### src/pbrc_params.svh
`ifndef PBRC_PARAMS_SVH
`define PBRC_PARAMS_SVH

// ****************************************************************
// clock and timebase
// ****************************************************************
`define PBRC_CLK_MHZ      250
`define PBRC_TICK_NS      1000
`define PBRC_TICK_CYCLES  ((`PBRC_TICK_NS * `PBRC_CLK_MHZ) / 1000)
`define PBRC_MS_TICKS     1000

// ****************************************************************
// register map
// ****************************************************************
`define PBRC_ADDR_CFG     8'h00
`define PBRC_ADDR_STATUS  8'h04
`define PBRC_RESP_OKAY    2'h0
`define PBRC_RESP_SLVERR  2'h2

// ****************************************************************
// cfg fields and factory values
// ****************************************************************
`define PBRC_CFG_W        7
`define PBRC_CFG_RESET    7'h54
`define PBRC_STATUS_W     8

// ****************************************************************
// glitch filter times in us
// ****************************************************************
`define PBRC_GLITCH_US0   5'h04
`define PBRC_GLITCH_US1   5'h06
`define PBRC_GLITCH_US2   5'h0A
`define PBRC_GLITCH_US3   5'h12

// ****************************************************************
// reset timeout times in ms
// ****************************************************************
`define PBRC_TIMEOUT_MS0  8'h01
`define PBRC_TIMEOUT_MS1  8'h19
`define PBRC_TIMEOUT_MS2  8'h64
`define PBRC_TIMEOUT_MS3  8'hC8

// ****************************************************************
// push-button hold-down times in ms
// ****************************************************************
`define PBRC_HOLD_MS0     16'h0145
`define PBRC_HOLD_MS1     16'h0271
`define PBRC_HOLD_MS2     16'h04E2
`define PBRC_HOLD_MS3     16'h09C4
`define PBRC_HOLD_MS4     16'h1388
`define PBRC_HOLD_MS5     16'h2710
`define PBRC_HOLD_MS6     16'h4E20
`define PBRC_HOLD_MS7     16'h9C40

// ****************************************************************
// synchroniser lanes
// ****************************************************************
`define PBRC_SYNC_W       6
`define PBRC_IN_BRST      0
`define PBRC_IN_BWARN     1
`define PBRC_IN_BTN       2
`define PBRC_IN_HIGH_VOLTAGE_PROGRAM_PIN      3
`define PBRC_IN_RSTPIN    4
`define PBRC_IN_WARNPIN   5

`endif

### src/pbrc_pkg.sv
package pbrc_pkg;

  typedef struct packed {
    logic [2:0] hold_sel;
    logic [1:0] timeout_sel;
    logic [1:0] glitch_sel;
  } pbrc_cfg_s;

  typedef enum logic [2:0] {
    ST_RUN     = 3'b001,
    ST_ASSERT  = 3'b010,
    ST_TIMEOUT = 3'b100
  } pbrc_state_e;

endpackage

### src/pbrc_glitch.sv
`timescale 1ns/1ns
`default_nettype none
module pbrc_glitch
#(
  parameter int CW = 5
)
(
  // clock and reset
  input  wire logic          clk,
  input  wire logic          resetn,
  // timebase and comparator
  input  wire logic          tick,
  input  wire logic          raw,
  input  wire logic [CW-1:0] limit,
  // filtered level
  output logic               filt
);

  logic [CW-1:0] cnt;
  logic [CW-1:0] next_cnt;
  wire           reached = (next_cnt >= limit);

  assign next_cnt = cnt + CW'(1);

  always_ff @(posedge clk or negedge resetn)
  begin
    if (!resetn)
    begin
      cnt  <= '0;
      filt <= 1'b0;
    end
    else if (!raw)
    begin
      cnt  <= '0;
      filt <= 1'b0;
    end
    else if (tick && !filt)
    begin
      cnt  <= next_cnt;
      filt <= reached;
    end
  end
endmodule
`default_nettype wire

### src/pbrc_top.sv
`include "pbrc_params.svh"
`timescale 1ns/1ns
`default_nettype none
module pbrc_top
  import pbrc_pkg::*;
#(
  parameter int TICK_CYCLES = `PBRC_TICK_CYCLES,
  parameter int MS_TICKS    = `PBRC_MS_TICKS
)
(
  // clock and reset
  input  wire logic        CLK,
  input  wire logic        RESETN,
  // comparators and pins
  input  wire logic        SUPPLY_BELOW_RESET,
  input  wire logic        SUPPLY_BELOW_WARN,
  input  wire logic        BUTTON_N,
  input  wire logic        HIGH_VOLTAGE_PROGRAM_PIN,
  // open-drain system reset
  input  wire logic        SYS_RESET_N_I,
  output logic             SYS_RESET_N_O,
  output logic             SYS_RESET_N_OE,
  // open-drain early supply warning
  input  wire logic        EARLY_SUPPLY_WARNING_N_I,
  output logic             EARLY_SUPPLY_WARNING_N_O,
  output logic             EARLY_SUPPLY_WARNING_N_OE,
  // axi4-lite write
  input  wire logic [7:0]  S_AXI_AWADDR,
  input  wire logic        S_AXI_AWVALID,
  output logic             S_AXI_AWREADY,
  input  wire logic [31:0] S_AXI_WDATA,
  input  wire logic [3:0]  S_AXI_WSTRB,
  input  wire logic        S_AXI_WVALID,
  output logic             S_AXI_WREADY,
  output logic [1:0]       S_AXI_BRESP,
  output logic             S_AXI_BVALID,
  input  wire logic        S_AXI_BREADY,
  // axi4-lite read
  input  wire logic [7:0]  S_AXI_ARADDR,
  input  wire logic        S_AXI_ARVALID,
  output logic             S_AXI_ARREADY,
  output logic [31:0]      S_AXI_RDATA,
  output logic [1:0]       S_AXI_RRESP,
  output logic             S_AXI_RVALID,
  input  wire logic        S_AXI_RREADY
);

  // ****************************************************************
  // input synchronisers
  // ****************************************************************
  logic [`PBRC_SYNC_W-1:0] sync1;
  logic [`PBRC_SYNC_W-1:0] sync2;
  wire  [`PBRC_SYNC_W-1:0] pins = {EARLY_SUPPLY_WARNING_N_I, SYS_RESET_N_I,
                                   HIGH_VOLTAGE_PROGRAM_PIN, BUTTON_N,
                                   SUPPLY_BELOW_WARN, SUPPLY_BELOW_RESET};

  always_ff @(posedge CLK or negedge RESETN)
  begin
    if (!RESETN)
    begin
      sync1 <= '0;
      sync2 <= '0;
    end
    else
    begin
      sync1 <= pins;
      sync2 <= sync1;
    end
  end

  wire high_voltage_program_pin_mode = sync2[`PBRC_IN_HIGH_VOLTAGE_PROGRAM_PIN];
  wire btn_down  = !sync2[`PBRC_IN_BTN] && !high_voltage_program_pin_mode;

  // ****************************************************************
  // timebase: us tick and ms tick
  // ****************************************************************
  logic [11:0] div_cnt;
  logic [11:0] ms_cnt;
  wire         us_tick = (div_cnt == 12'(TICK_CYCLES - 1));
  wire         ms_tick = us_tick && (ms_cnt == 12'(MS_TICKS - 1));

  always_ff @(posedge CLK or negedge RESETN)
  begin
    if (!RESETN)
    begin
      div_cnt <= '0;
      ms_cnt  <= '0;
    end
    else
    begin
      div_cnt <= us_tick ? 12'h000 : div_cnt + 12'h001;
      if (us_tick)
        ms_cnt <= ms_tick ? 12'h000 : ms_cnt + 12'h001;
    end
  end

  // ****************************************************************
  // settings and their lookups
  // ****************************************************************
  pbrc_cfg_s              cfg;
  logic [`PBRC_CFG_W-1:0] high_voltage_program_pin_shift;
  logic                   high_voltage_program_pin_d;
  logic [4:0]             glitch_limit;
  logic [7:0]             timeout_limit;
  logic [15:0]            hold_limit;

  always_comb
  begin
    case (cfg.glitch_sel)
      2'h0:    glitch_limit = `PBRC_GLITCH_US0;
      2'h1:    glitch_limit = `PBRC_GLITCH_US1;
      2'h2:    glitch_limit = `PBRC_GLITCH_US2;
      default: glitch_limit = `PBRC_GLITCH_US3;
    endcase
    case (cfg.timeout_sel)
      2'h0:    timeout_limit = `PBRC_TIMEOUT_MS0;
      2'h1:    timeout_limit = `PBRC_TIMEOUT_MS1;
      2'h2:    timeout_limit = `PBRC_TIMEOUT_MS2;
      default: timeout_limit = `PBRC_TIMEOUT_MS3;
    endcase
    case (cfg.hold_sel)
      3'h0:    hold_limit = `PBRC_HOLD_MS0;
      3'h1:    hold_limit = `PBRC_HOLD_MS1;
      3'h2:    hold_limit = `PBRC_HOLD_MS2;
      3'h3:    hold_limit = `PBRC_HOLD_MS3;
      3'h4:    hold_limit = `PBRC_HOLD_MS4;
      3'h5:    hold_limit = `PBRC_HOLD_MS5;
      3'h6:    hold_limit = `PBRC_HOLD_MS6;
      default: hold_limit = `PBRC_HOLD_MS7;
    endcase
  end

  // ****************************************************************
  // glitch filters, reset lane 0, warning lane 1
  // ****************************************************************
  logic [1:0] filt;

  genvar g;
  generate
    for (g = 0; g < 2; g++)
    begin : g_filt
      pbrc_glitch #(.CW(5)) u_filt
      (
        .clk    (CLK),
        .resetn (RESETN),
        .tick   (us_tick),
        .raw    (sync2[g]),
        .limit  (glitch_limit),
        .filt   (filt[g])
      );
    end
  endgenerate

  // ****************************************************************
  // push-button hold-down
  // ****************************************************************
  logic [15:0] hold_cnt;
  logic        btn_fired;
  wire         hold_done = ms_tick && (hold_cnt == hold_limit - 16'h0001);
  wire         btn_trip  = btn_down && !btn_fired && hold_done;

  always_ff @(posedge CLK or negedge RESETN)
  begin
    if (!RESETN)
    begin
      hold_cnt  <= '0;
      btn_fired <= 1'b0;
    end
    else if (!btn_down)
    begin
      hold_cnt  <= '0;
      btn_fired <= 1'b0;
    end
    else if (ms_tick && !btn_fired)
    begin
      hold_cnt  <= hold_cnt + 16'h0001;
      btn_fired <= hold_done;
    end
  end

  // ****************************************************************
  // reset sequencer
  // ****************************************************************
  pbrc_state_e state;
  pbrc_state_e next_state;
  logic [7:0]  tout_cnt;
  wire         cause     = filt[`PBRC_IN_BRST] || btn_trip;
  wire         tout_done = ms_tick && (tout_cnt == timeout_limit - 8'h01);

  always_comb
  begin
    next_state = state;
    case (state)
      ST_RUN:
        if (cause)
          next_state = ST_ASSERT;
      ST_ASSERT:
        if (!cause)
          next_state = ST_TIMEOUT;
      ST_TIMEOUT:
        if (cause)
          next_state = ST_ASSERT;
        else if (tout_done)
          next_state = ST_RUN;
      default:
        next_state = ST_ASSERT;
    endcase
  end

  wire next_rst  = (next_state != ST_RUN);
  wire next_warn = filt[`PBRC_IN_BWARN] || next_rst;

  always_ff @(posedge CLK or negedge RESETN)
  begin
    if (!RESETN)
    begin
      state                     <= ST_ASSERT;
      tout_cnt                  <= '0;
      SYS_RESET_N_OE            <= 1'b1;
      EARLY_SUPPLY_WARNING_N_OE <= 1'b1;
    end
    else
    begin
      state                     <= next_state;
      tout_cnt                  <= (state != ST_TIMEOUT) ? 8'h00 :
                                   (ms_tick ? tout_cnt + 8'h01 : tout_cnt);
      SYS_RESET_N_OE            <= next_rst;
      EARLY_SUPPLY_WARNING_N_OE <= next_warn;
    end
  end

  assign SYS_RESET_N_O            = 1'b0;
  assign EARLY_SUPPLY_WARNING_N_O = 1'b0;

  // ****************************************************************
  // axi4-lite slave and settings store
  // ****************************************************************
  wire wr_go  = S_AXI_AWVALID && S_AXI_WVALID && !S_AXI_BVALID;
  wire wr_cfg = wr_go && (S_AXI_AWADDR == `PBRC_ADDR_CFG) && S_AXI_WSTRB[0];
  wire wr_ok  = (S_AXI_AWADDR == `PBRC_ADDR_CFG) || (S_AXI_AWADDR == `PBRC_ADDR_STATUS);
  wire rd_go  = S_AXI_ARVALID && !S_AXI_RVALID;
  wire rd_cfg = (S_AXI_ARADDR == `PBRC_ADDR_CFG);
  wire rd_st  = (S_AXI_ARADDR == `PBRC_ADDR_STATUS);
  wire [`PBRC_STATUS_W-1:0] status = {filt, sync2[`PBRC_IN_WARNPIN], sync2[`PBRC_IN_RSTPIN],
                                      btn_down, high_voltage_program_pin_mode, EARLY_SUPPLY_WARNING_N_OE,
                                      SYS_RESET_N_OE};

  assign S_AXI_AWREADY = wr_go;
  assign S_AXI_WREADY  = wr_go;
  assign S_AXI_ARREADY = rd_go;

  always_ff @(posedge CLK or negedge RESETN)
  begin
    if (!RESETN)
    begin
      cfg          <= `PBRC_CFG_RESET;
      high_voltage_program_pin_shift   <= '0;
      high_voltage_program_pin_d       <= 1'b0;
      S_AXI_BVALID <= 1'b0;
      S_AXI_BRESP  <= `PBRC_RESP_OKAY;
      S_AXI_RVALID <= 1'b0;
      S_AXI_RRESP  <= `PBRC_RESP_OKAY;
      S_AXI_RDATA  <= '0;
    end
    else
    begin
      high_voltage_program_pin_d <= high_voltage_program_pin_mode;
      if (high_voltage_program_pin_mode && ms_tick)
        high_voltage_program_pin_shift <= {high_voltage_program_pin_shift[`PBRC_CFG_W-2:0], sync2[`PBRC_IN_BTN]};
      if (high_voltage_program_pin_d && !high_voltage_program_pin_mode)
        cfg <= high_voltage_program_pin_shift;
      else if (wr_cfg && !high_voltage_program_pin_mode)
        cfg <= S_AXI_WDATA[`PBRC_CFG_W-1:0];
      if (wr_go)
      begin
        S_AXI_BVALID <= 1'b1;
        S_AXI_BRESP  <= wr_ok ? `PBRC_RESP_OKAY : `PBRC_RESP_SLVERR;
      end
      else if (S_AXI_BREADY)
        S_AXI_BVALID <= 1'b0;
      if (rd_go)
      begin
        S_AXI_RVALID <= 1'b1;
        S_AXI_RRESP  <= (rd_cfg || rd_st) ? `PBRC_RESP_OKAY : `PBRC_RESP_SLVERR;
        S_AXI_RDATA  <= rd_cfg ? 32'(cfg) : (rd_st ? 32'(status) : 32'h00000000);
      end
      else if (S_AXI_RREADY)
        S_AXI_RVALID <= 1'b0;
    end
  end
endmodule
`default_nettype wire

### config.mk
export PLATFORM = sky130hd
export DESIGN_NAME = pbrc_top
export DESIGN_NICKNAME = d
export VERILOG_FILES = /design/src/pbrc_pkg.sv /design/src/pbrc_glitch.sv /design/src/pbrc_top.sv
export VERILOG_INCLUDE_DIRS = /design/src
export SDC_FILE = /design/constraint.sdc
export NUM_CORES = 1
export LEC_CHECK = 0
export ABC_AREA = 1
export BUFFER_PORTS_ARGS = -buffer_cell sky130_fd_sc_hd__buf_2
export CORE_MARGIN = 2
export CORE_UTILIZATION = 51
export DETAILED_ROUTE_END_ITERATION = 10
export PLACE_DENSITY = 0.83
export SLEW_MARGIN = 20
export SYNTH_ARGS = -nofsm -noshare
export SYNTH_HDL_FRONTEND = slang
export SYNTH_HIERARCHICAL = 1
export SYNTH_SLANG_ARGS = --single-unit
### constraint.sdc
create_clock -name CLK -period 2.1 [get_ports CLK]
set_clock_uncertainty 0.15 [all_clocks]
set_input_delay 0.525 -clock CLK [delete_from_list [all_inputs] [get_ports CLK]]
set_output_delay 0.525 -clock CLK [all_outputs]
set_load 0.005 [all_outputs]
==> results of run 1 <==
## per-layer routing
| layer | routed length (µm) | track usage |
|---|---|---|
| met5 | 0 | 0 |
| met4 | 331 | 0.0715 |
| met3 | 690 | 0.0473 |
| met2 | 6910 | 0.374 |
| met1 | 5910 | 0.270 |
## repair_timing
action / CTS / global route
pin swaps: 0 / 1
endpoints found under the setup margin: 1 / 6
hold buffers: 1 / 0
resized for setup: 2 / 16
endpoints found under the hold margin: 23 / 0
cloned: 0 / 0
setup buffers: 0 / 8
## power by group through the flow
stage	combinational, mW	sequential (mW)	clock [mW]
3_3_place_gp	0.528	2.18	0
4_1_cts	0.551	2.14	1.77
3_5_place_dp	0.542	2.18	0
5_1_grt	0.683	2.16	1.85
2_1_floorplan	0.364	2.17	0
6_report	0.605	2.15	1.75
## kinds of logic (layout without fill, tap and decap cells)
| kind of cell | Yosys count | after routing | share of synthesized area |
|---|---|---|---|
| AOI/OAI and AO/OA | 93 | 93 | 0.0817 |
| other | 1 | 30 | 0.000608 |
| DFF | 105 | 105 | 0.427 |
| buffers and inverters | 150 | 200 | 0.114 |
| adders and majority gates | 18 | 18 | 0.0365 |
| xor gates and xnor gates | 27 | 27 | 0.0383 |
| and+or+nand+nor | 417 | 417 | 0.301 |
## cell usage in the layout, fill, tap and decap left out, types with 2 or more instances in the layout
cell type and count:
a21oi_1 28, a31oi_1 4, and3_1 2, buf_12 3, buf_2 52, buf_4 21, clkbuf_16 9, clkinv_8 4
conb_1 30, dfrtp_1 99, dfstp_2 6, ha_1 17, inv_1 96, inv_2 6, nand2_1 201, nand2_2 9
nand2_4 2, nand3_1 71, nand3_2 2, nand4_1 16, nor2_1 78, nor2_2 4, nor2_4 4, nor3_1 14
nor3_2 3, o21ai_0 45, o21ai_1 6, o21ai_2 6, o31ai_1 2, or2_2 5, xnor2_1 8, xor2_1 19
## cell type report
type	count	area, µm²
inverter	105	399
timing repair buffer	79	508
fill	1028	4890
clock inverter	7	93.8
tap	147	184
clock buffer	9	225
multi-input combinational	585	2980
sequential	105	2640
## sequential cells by signal, summed over array words and instances (netlist names), 2 cells and up
name / cells
state: 3
ms_cnt: 12
div_cnt: 12
S_AXI_RDATA: 8
hold_cnt: 16
sync1: 6
g_filt.u_filt/cnt: 10
sync2: 6
high_voltage_program_pin_shift: 7
cfg: 7
g_filt.u_filt/filt: 2
tout_cnt: 8
## per-stage QoR
| stage | std cells | worst slack, ns | setup TNS, ns | power [mW] |
|---|---|---|---|---|
| floorplan | 840 | 0.161 | 0 | 2.54 |
| global placement | 1013 | 0.0904 | 0 | 2.70 |
| detailed placement | 1013 | 0.0220 | 0 | 2.72 |
| CTS | 1030 | 0.00502 | 0 | 4.46 |
| global route | 1037 | -0.121 | -0.362 | 4.69 |
| finish | 1037 | -0.0187 | -0.0372 | 4.50 |
## worst paths after layout
kind / depth (start not counted) / slack [ns] / end
hold reg to reg: 0 / 0.20 / sync2[3]$_DFF_PN0_
setup reg to reg: 12 / -0.02 / state[2]$_DFF_PN0_
setup / recovery: 12 / -0.02 / state[2]$_DFF_PN0_
max in group asynchronous: 3 / 0.71 / state[1]$_DFF_PN1_
hold / removal: 1 / 0.11 / sync1[0]$_DFF_PN0_
min in group asynchronous: 2 / 0.46 / high_voltage_program_pin_shift[6]$_DFFE_PN0P_
==> impl_metrics.yaml, run 1 <==
status:
  outcome: "finished with violations"
  failed_checks: "setup timing"
cells_and_area:
  n_antenna_cell: 0
  drive_gt1_frac: 0.165
  nets: 968
  fin_util: 0.590
  final_cell_area_um2: 7020
  synthToLayoutAreaGrowth_pct: 13.9
placed_design:
  routabilityCongestion: 0.953
  dpl-instance-area_um2: 6590
  io_buffers: 53
  hpwl_um: 9860
setup_path:
  cpLargestDelayFamily: "simple AND/OR/NAND/NOR gates"
  cp_num_buf_inv: 2
  startpoint_type: "flip-flop"
  rr_startpoint: "cfg[6]$_DFFE_PN1P_"
  crit_start: "cfg[6]$_DFFE_PN1P_"
  cp_slowest_cell: "dfstp_2"
  crit_type: "reg -> reg"
  cpPeakStageDelay_ns: 0.63
  path_max_fanout: 7
  path_cells: "buf_8 > clkinvlp_4 > nand3_1 > nand2_1 > nor2_1 > nand2_1 > nand2_1 > nand2_1 > nor2_1 > nand2_2 > nand2_2 > nor2_1"
  cp-end-kind: "flip-flop"
  arrival_ns: 2.23
  path_common_cell: "nand2_1"
  cp.required_ns: 2.21
die:
  io_pins: 110
  core_um2: 11900
  start_util: 0.518
  fp.dieH_um: 114
  die-area_um2: 13000
  chipWidth_um: 114
  num_rows: 40
detailed_routing:
  firstDrtPassIters: 5
  vias_per_cell: 5.18
  num_vias: 5374
  wl_per_cell_um: 13.3
  routed_wl_um: 13800
  drc: 0
  postRouteAntennaNets: 0
  drtIter0Drc: 535
synth:
  syn-instance-count: 811
  yosysSeqAreaShare: 0.427
  ys_seq_elements: 105
  synth-edff-count: 0
  synth_area_um2: 6170
  synthTopCellsByArea: "dfrtp_1, nand2_1, inv_1, nand3_1, nor2_1"
  synth_common_cells: "nand2_1, dfrtp_1, inv_1, nor2_1, nand3_1"
  synth_cell_type_count: 42
  ys.flop_type: "dfrtp_1"
  yosys.area.top_type: "dfrtp_1"
  synth_top_area_share: 0.402
  avgSynthCellArea_um2: 7.61
  yosysMostFrequentCell: "nand2_1"
  synthArstFlopShare: 1.00
  ys_warn_count: 6
job:
  drv_cap: 0
sta:
  finalHoldViolations: 0
  fin_crit_sh: 1.01
  fmax_mhz: 472
  post-route-min-period_ns: 2.12
  whs_ns: 0.112
  rsz0062_at_grt: "yes"
  slew_viol_final: 0
  setup_viol: 2
  fin_ws_ns: -0.0187
clock_tree:
  cts_sinks: 105
  numCtsBuffers: 9
  cts_buffer_depth: 2
  clk_pin_slew_worst_paths_ns: 0.08
  htreeDepth: 3
  clock_latency_ns: 0.37
  clockRootBuffer: "clkbuf_16"
  cts_tree: "yes"
worst_hold_path:
  min_path_type: "in -> reg"
  min-delay-start: "SUPPLY_BELOW_RESET"
pwr:
  p_sw_frac: 0.291
  power.density_nw_per_um2: 641
  intPower_mw: 3.19
  p_switching_mw: 1.31
  clkPwrFrac: 0.389
  peakVddDrop_v: 0.000610
  p_seq_frac: 0.477
  comb_power_share: 0.134
  p_leak_nw: 3.52
global_routing:
  antenna_found_initial: 0
  grt_max_degree: 49
  grt_pass1_vias: 5049
  gr-total-overflow: 0
  grt_first_pass_wirelength_um: 22700
  grt_usage: 0.216
Note: power is estimated with default switching activity, not from simulation.
==> run 2: changes to the inputs <==
--- a/config.mk
+++ b/config.mk
@@ -7,7 +7,7 @@
 export NUM_CORES = 1
 export LEC_CHECK = 0
 export ABC_AREA = 1
-export BUFFER_PORTS_ARGS = -buffer_cell sky130_fd_sc_hd__buf_2
+export BUFFER_PORTS_ARGS = -buffer_cell sky130_fd_sc_hd__buf_4
 export CORE_MARGIN = 2
 export CORE_UTILIZATION = 51
 export DETAILED_ROUTE_END_ITERATION = 10
==> run 2 against run 1 <==
Compared with the run above:
- the flow now finishes without violations
- setup slack improved by 0.085 ns
- sequential power about the same
- clock power about the same
- die area did not move
- cell area up 1.8%
- cell count about the same
==> impl_metrics.yaml, run 2 (synthesis gave the netlist of run 1 again) <==
status:
  outcome: "finished, final reports clean"
pwr:
  p_leak_nw: 3.56
  peakVddDrop_v: 0.000509
  power.density_nw_per_um2: 633
  total_power_mw: 4.53
die:
  core_um2: 11900
  die-area_um2: 13000
  fp.dieH_um: 114
  start_util: 0.518
  num_rows: 40
  chipWidth_um: 114
  io_pins: 110
cells_and_area:
  fillers: 1004
  synthToLayoutAreaGrowth_pct: 15.9
  layout_commonest_cell: "nand2_1"
  final_cell_area_um2: 7150
  multi_input_area_um2: 2990
  final_cell_mix: "nand2_1, dfrtp_1, inv_1, nor2_1, buf_4"
  n_antenna_cell: 0
  largest_register_ffs: 16
  regArea_um2: 2640
  regMostFlops: "hold_cnt"
  nets: 967
  top_regs: "hold_cnt (16), div_cnt (12), ms_cnt (12)"
  drive_gt1_frac: 0.168
sta:
  setup_viol: 0
  post-route-min-period_ns: 2.03
  rsz0062_at_grt: "yes"
  whs_ns: 0.110
  fin_crit_sh: 0.968
  finalHoldViolations: 0
  fmax_mhz: 492
  slew_viol_final: 0
worst_hold_path:
  holdPathStages: 1
  min_path_type: "in -> reg"
  min-delay-start: "SYS_RESET_N_I"
  worstHoldEndpoint: "sync1[4]$_DFF_PN0_"
setup_path:
  cpPeakStageDelay_ns: 0.62
  cp.required_ns: 2.22
  reg2reg_to: "state[0]$_DFF_PN0_"
  cp-end-kind: "flip-flop"
  cp_slowest_cell: "dfstp_2"
  startpoint_type: "flip-flop"
  path_max_fanout: 5
  arrival_ns: 2.15
  reg2reg_slack_ns: 0.07
  crit_type: "reg -> reg"
  rr_startpoint: "cfg[6]$_DFFE_PN1P_"
  path_cells: "nor2_2 > inv_2 > ha_4 > nand2_1 > nand2_1 > nor2_1 > nand2_1 > nor2_1 > nand3_1 > nor2_1 > nand2_2 > nand3_2 > inv_2"
  ff2ff_path_depth: 13
detailed_routing:
  postRouteAntennaNets: 0
  met3_length_um: 688
  drtIter0Drc: 538
  top_layer_used: "met4"
  firstDrtPassIters: 6
  wl_per_cell_um: 12.6
  num_vias: 5317
  routed_wl_um: 13100
  route.met2.wl_um: 6380
  vias_per_cell: 5.13
  drt-met1-wl_um: 5740
  drc: 0
clock_tree:
  numCtsBuffers: 9
  cts_buffer_depth: 2
  clockRootBuffer: "clkbuf_16"
  cts_sinks: 105
  cts_tree: "yes"
  clock_latency_ns: 0.36
  clk_pin_slew_worst_paths_ns: 0.08
  htreeDepth: 3
placed_design:
  routabilityCongestion: 0.941
  hpwl_um: 9680
  dpl-instance-area_um2: 6730
  io_buffers: 53
global_routing:
  gr-total-overflow: 0
  grt_first_pass_wirelength_um: 22000
  grt_pass1_vias: 4865
  antenna_found_initial: 0
  grt_usage: 0.211
  grt_max_degree: 48
job:
  drv_cap: 0
==> run 2: final cells by class <==
class,count,share of cell area
Inverter,105,0.0558
Clock inverter,7,0.0124
Tap cell,147,0.0257
Multi-Input combinational cell,585,0.418
Clock buffer,9,0.0315
Timing Repair Buffer,78,0.0885
Sequential cell,105,0.368
==> run 2: worst max-delay path by stage <==
stage / slack, ns / startpoint / endpoint / cells past startpoint
finish: 0.07 / cfg[6]$_DFFE_PN1P_ / state[0]$_DFF_PN0_ / 13
CTS: 0.04 / cfg[6]$_DFFE_PN1P_ / state[2]$_DFF_PN0_ / 14
detailed placement: 0.06 / cfg[6]$_DFFE_PN1P_ / state[2]$_DFF_PN0_ / 14
floorplan: 0.16 / cfg[5]$_DFFE_PN0P_ / state[2]$_DFF_PN0_ / 16
global placement: 0.05 / cfg[6]$_DFFE_PN1P_ / state[2]$_DFF_PN0_ / 14
global route: -0.02 / cfg[4]$_DFFE_PN1P_ / state[2]$_DFF_PN0_ / 12
==> run 2: repair_timing <==
action                     in CTS  in global routing
gates resized for setup         0                 19
hold buffers                    1                  0
buffers inserted                0                  5
hold endpoints to repair       27                  0
setup endpoints to repair       0                  6
==> run 2: critical path: cells and delay by family, from the launching register on <==
family,cells,cell delay [ns]
simple gates,10,0.89
flops,1,0.62
fa+ha+maj,1,0.20
buf+inv,2,0.09
==> run 2: routing by layer <==
layer / track usage / up-vias
met1: 0.272 / 2447
met5: 0 / -
met3: 0.0446 / 28
li1: - / 2683
met2: 0.352 / 159
met4: 0.0724 / 0
==> run 2: through the flow <==
| step | utilization | TNS [ns] | std cells | worst slack, ns |
|---|---|---|---|---|
| 2_1_floorplan | - | 0 | 840 | 0.161 |
| 3_3_place_gp | 0.565 | 0 | 1014 | 0.0467 |
| 3_5_place_dp | 0.565 | 0 | 1014 | 0.0618 |
| 4_1_cts | 0.592 | 0 | 1031 | 0.0402 |
| 5_1_grt | 0.600 | -0.0313 | 1036 | -0.0205 |
| 6_report | 0.600 | 0 | 1036 | 0.0667 |
==> run 2: power by group <==
part | switching [mW] | total [mW] | leakage [nW] | internal (mW)
Combinational | 0.362 | 0.640 | 2.04 | 0.278
Clock | 0.880 | 1.74 | 0.153 | 0.865
Sequential | 0.0504 | 2.14 | 1.37 | 2.09
Total | 1.29 | 4.53 | 3.56 | 3.24
==> run 3: changes to the inputs <==
--- a/config.mk
+++ b/config.mk
@@ -9,9 +9,10 @@
 export ABC_AREA = 1
 export BUFFER_PORTS_ARGS = -buffer_cell sky130_fd_sc_hd__buf_4
 export CORE_MARGIN = 2
-export CORE_UTILIZATION = 51
+export CORE_UTILIZATION = 30
 export DETAILED_ROUTE_END_ITERATION = 10
-export PLACE_DENSITY = 0.83
+export PLACE_DENSITY = 0.56
+export REMOVE_ABC_BUFFERS = 1
 export SLEW_MARGIN = 20
 export SYNTH_ARGS = -nofsm -noshare
 export SYNTH_HDL_FRONTEND = slang
==> run 3 against run 2 <==
Compared with the run above:
- non-clock buffer count down 2
- worst hold slack better by 0.015 ns
- global-route usage down 7.2 points
- power down 1.7%
- sequential share of layout area down 0.51 points
- critical path depth unchanged
- setup slack better by 0.011 ns
- critical path type unchanged
- largest power group unchanged
==> impl_metrics.yaml, run 3 (synthesis gave the netlist of run 1 again) <==
cells_and_area:
  final_cell_area_um2: 7250
  instances_no_fill: 1156
  regArea_um2: 2640
  regMostFlops: "hold_cnt"
  nets: 965
  multi_input_area_um2: 2980
  drive_gt1_frac: 0.160
  n_antenna_cell: 0
  final_cell_mix: "nand2_1, dfrtp_1, inv_1, nor2_1"
  layout_commonest_cell: "nand2_1"
  fillers: 2146
  top_regs: "hold_cnt (16), div_cnt (12), ms_cnt (12)"
  synthToLayoutAreaGrowth_pct: 17.6
  largest_register_ffs: 16
setup_path:
  reg2reg_slack_ns: 0.08
  crit_type: "reg -> reg"
  path_max_fanout: 4
  cp-end-kind: "flip-flop"
  cp.required_ns: 2.19
  startpoint_type: "flip-flop"
  ff2ff_path_depth: 13
  rr_startpoint: "cfg[6]$_DFFE_PN1P_"
  arrival_ns: 2.12
  reg2reg_to: "state[2]$_DFF_PN0_"
  crit_start: "cfg[6]$_DFFE_PN1P_"
global_routing:
  use_met2: 0.225
  globalRouteMet1Util: 0.189
  grt_max_degree: 42
  busiest_layer: "met2"
  grt_util_met3: 0.0262
  grt_first_pass_wirelength_um: 24200
  antenna_found_initial: 0
  gr-total-overflow: 0
  grt_pass1_vias: 4901
  grt_usage: 0.138
placed_design:
  hpwl_um: 11000
  dpl-instance-area_um2: 6900
  io_buffers: 53
  place_inst: 1139
  routabilityCongestion: 0.901
  dpl_worst_slack_ns: 0.0268
die:
  fp.dieH_um: 147
  num_rows: 52
  io_pins: 110
  start_util: 0.305
  core_um2: 20200
  die-area_um2: 21700
  chipWidth_um: 147
worst_hold_path:
  worstHoldEndpoint: "sync1[0]$_DFF_PN0_"
  min_path_type: "in -> reg"
  holdPathStages: 1
  min-delay-start: "SUPPLY_BELOW_RESET"
clock_tree:
  clk_pin_slew_worst_paths_ns: 0.07
  cts_sinks: 105
  clock_latency_ns: 0.35
  htreeDepth: 3
  cts_buffer_depth: 2
  cts_tree: "yes"
  clockRootBuffer: "clkbuf_16"
  numCtsBuffers: 9
detailed_routing:
  vias_per_cell: 4.49
  routed_wl_um: 14500
  drc: 0
  postRouteAntennaNets: 0
  wl_per_cell_um: 12.6
  firstDrtPassIters: 5
  num_vias: 5193
  drtIter0Drc: 356
pwr:
  power.density_nw_per_um2: 614
  p_leak_nw: 3.54
  peakVddDrop_v: 0.000370
sta:
  fin_ws_ns: 0.0781
  post-route-min-period_ns: 2.02
  fin_crit_sh: 0.963
  fin_setup_tns_ns: 0
  fmax_mhz: 495
  finalHoldViolations: 0
  slew_viol_final: 0
  setup_viol: 0
  rsz0062_at_grt: "yes"
status:
  outcome: "finished, final reports clean"
job:
  drv_cap: 0
## run 3: area by class of cell
type                            count  share of cell area
Sequential cell                   105               0.363
Multi-Input combinational cell    585               0.411
Clock inverter                      5             0.00776
Inverter                          105              0.0545
Tap cell                          270              0.0466
Clock buffer                       10              0.0316
Timing Repair Buffer               76              0.0847
## run 3: worst max-delay path: stages, from the launching register on
cell and delay [ns]:
dfstp_2 0.62, nor2_4 0.06, inv_2 0.07, ha_4 0.20, nand2_1 0.06, nand2_1 0.05
nor2_2 0.11, nand2_1 0.06, nor2_1 0.10, nand3_1 0.08, nor2_2 0.12, nand2_2 0.11
nand2_2 0.09, nor2_1 0.04
## run 3: power breakdown
| part | internal [mW] | total (mW) | switching [mW] | leakage [nW] |
|---|---|---|---|---|
| logic | 0.261 | 0.611 | 0.350 | 2.03 |
| registers | 2.10 | 2.15 | 0.0529 | 1.37 |
| clock network | 0.920 | 1.69 | 0.770 | 0.139 |
## run 3: worst max path at each step
stage	end	slack (ns)	cells past startpoint
6_report	state[2]$_DFF_PN0_	0.08	13
5_1_grt	state[2]$_DFF_PN0_	-0.04	13
4_1_cts	state[2]$_DFF_PN0_	0.006	14
3_5_place_dp	state[2]$_DFF_PN0_	0.03	14
3_3_place_gp	state[2]$_DFF_PN0_	0.04	14
2_1_floorplan	hold_cnt[0]$_DFFE_PN0P_	0.03	7
## run 3: through the flow
| stage | total power [mW] | hold WS [ns] | utilization |
|---|---|---|---|
| 5_1_grt | 4.67 | 0.106 | 0.358 |
| 4_1_cts | 4.49 | 0.108 | 0.356 |
| 3_3_place_gp | 2.77 | 0.189 | 0.341 |
| 2_1_floorplan | 2.48 | 0.0794 | - |
| 6_report | 4.45 | 0.125 | 0.358 |
| 3_5_place_dp | 2.78 | 0.186 | 0.341 |
## run 3: repair_timing
| action | in CTS | in global routing |
|---|---|---|
| setup endpoints to repair | 1 | 7 |
| setup buffers | 0 | 1 |
| hold endpoints to repair | 23 | 0 |
| gates resized for setup | 1 | 15 |
| hold buffers | 1 | 0 |
| pin swaps | 0 | 8 |
## run 3: layer usage
metal,share of wire,vias to the layer above
li1,-,2670
met1,0.48,2420
met2,0.47,91
met3,0.037,12
met4,0.013,0
met5,0,-
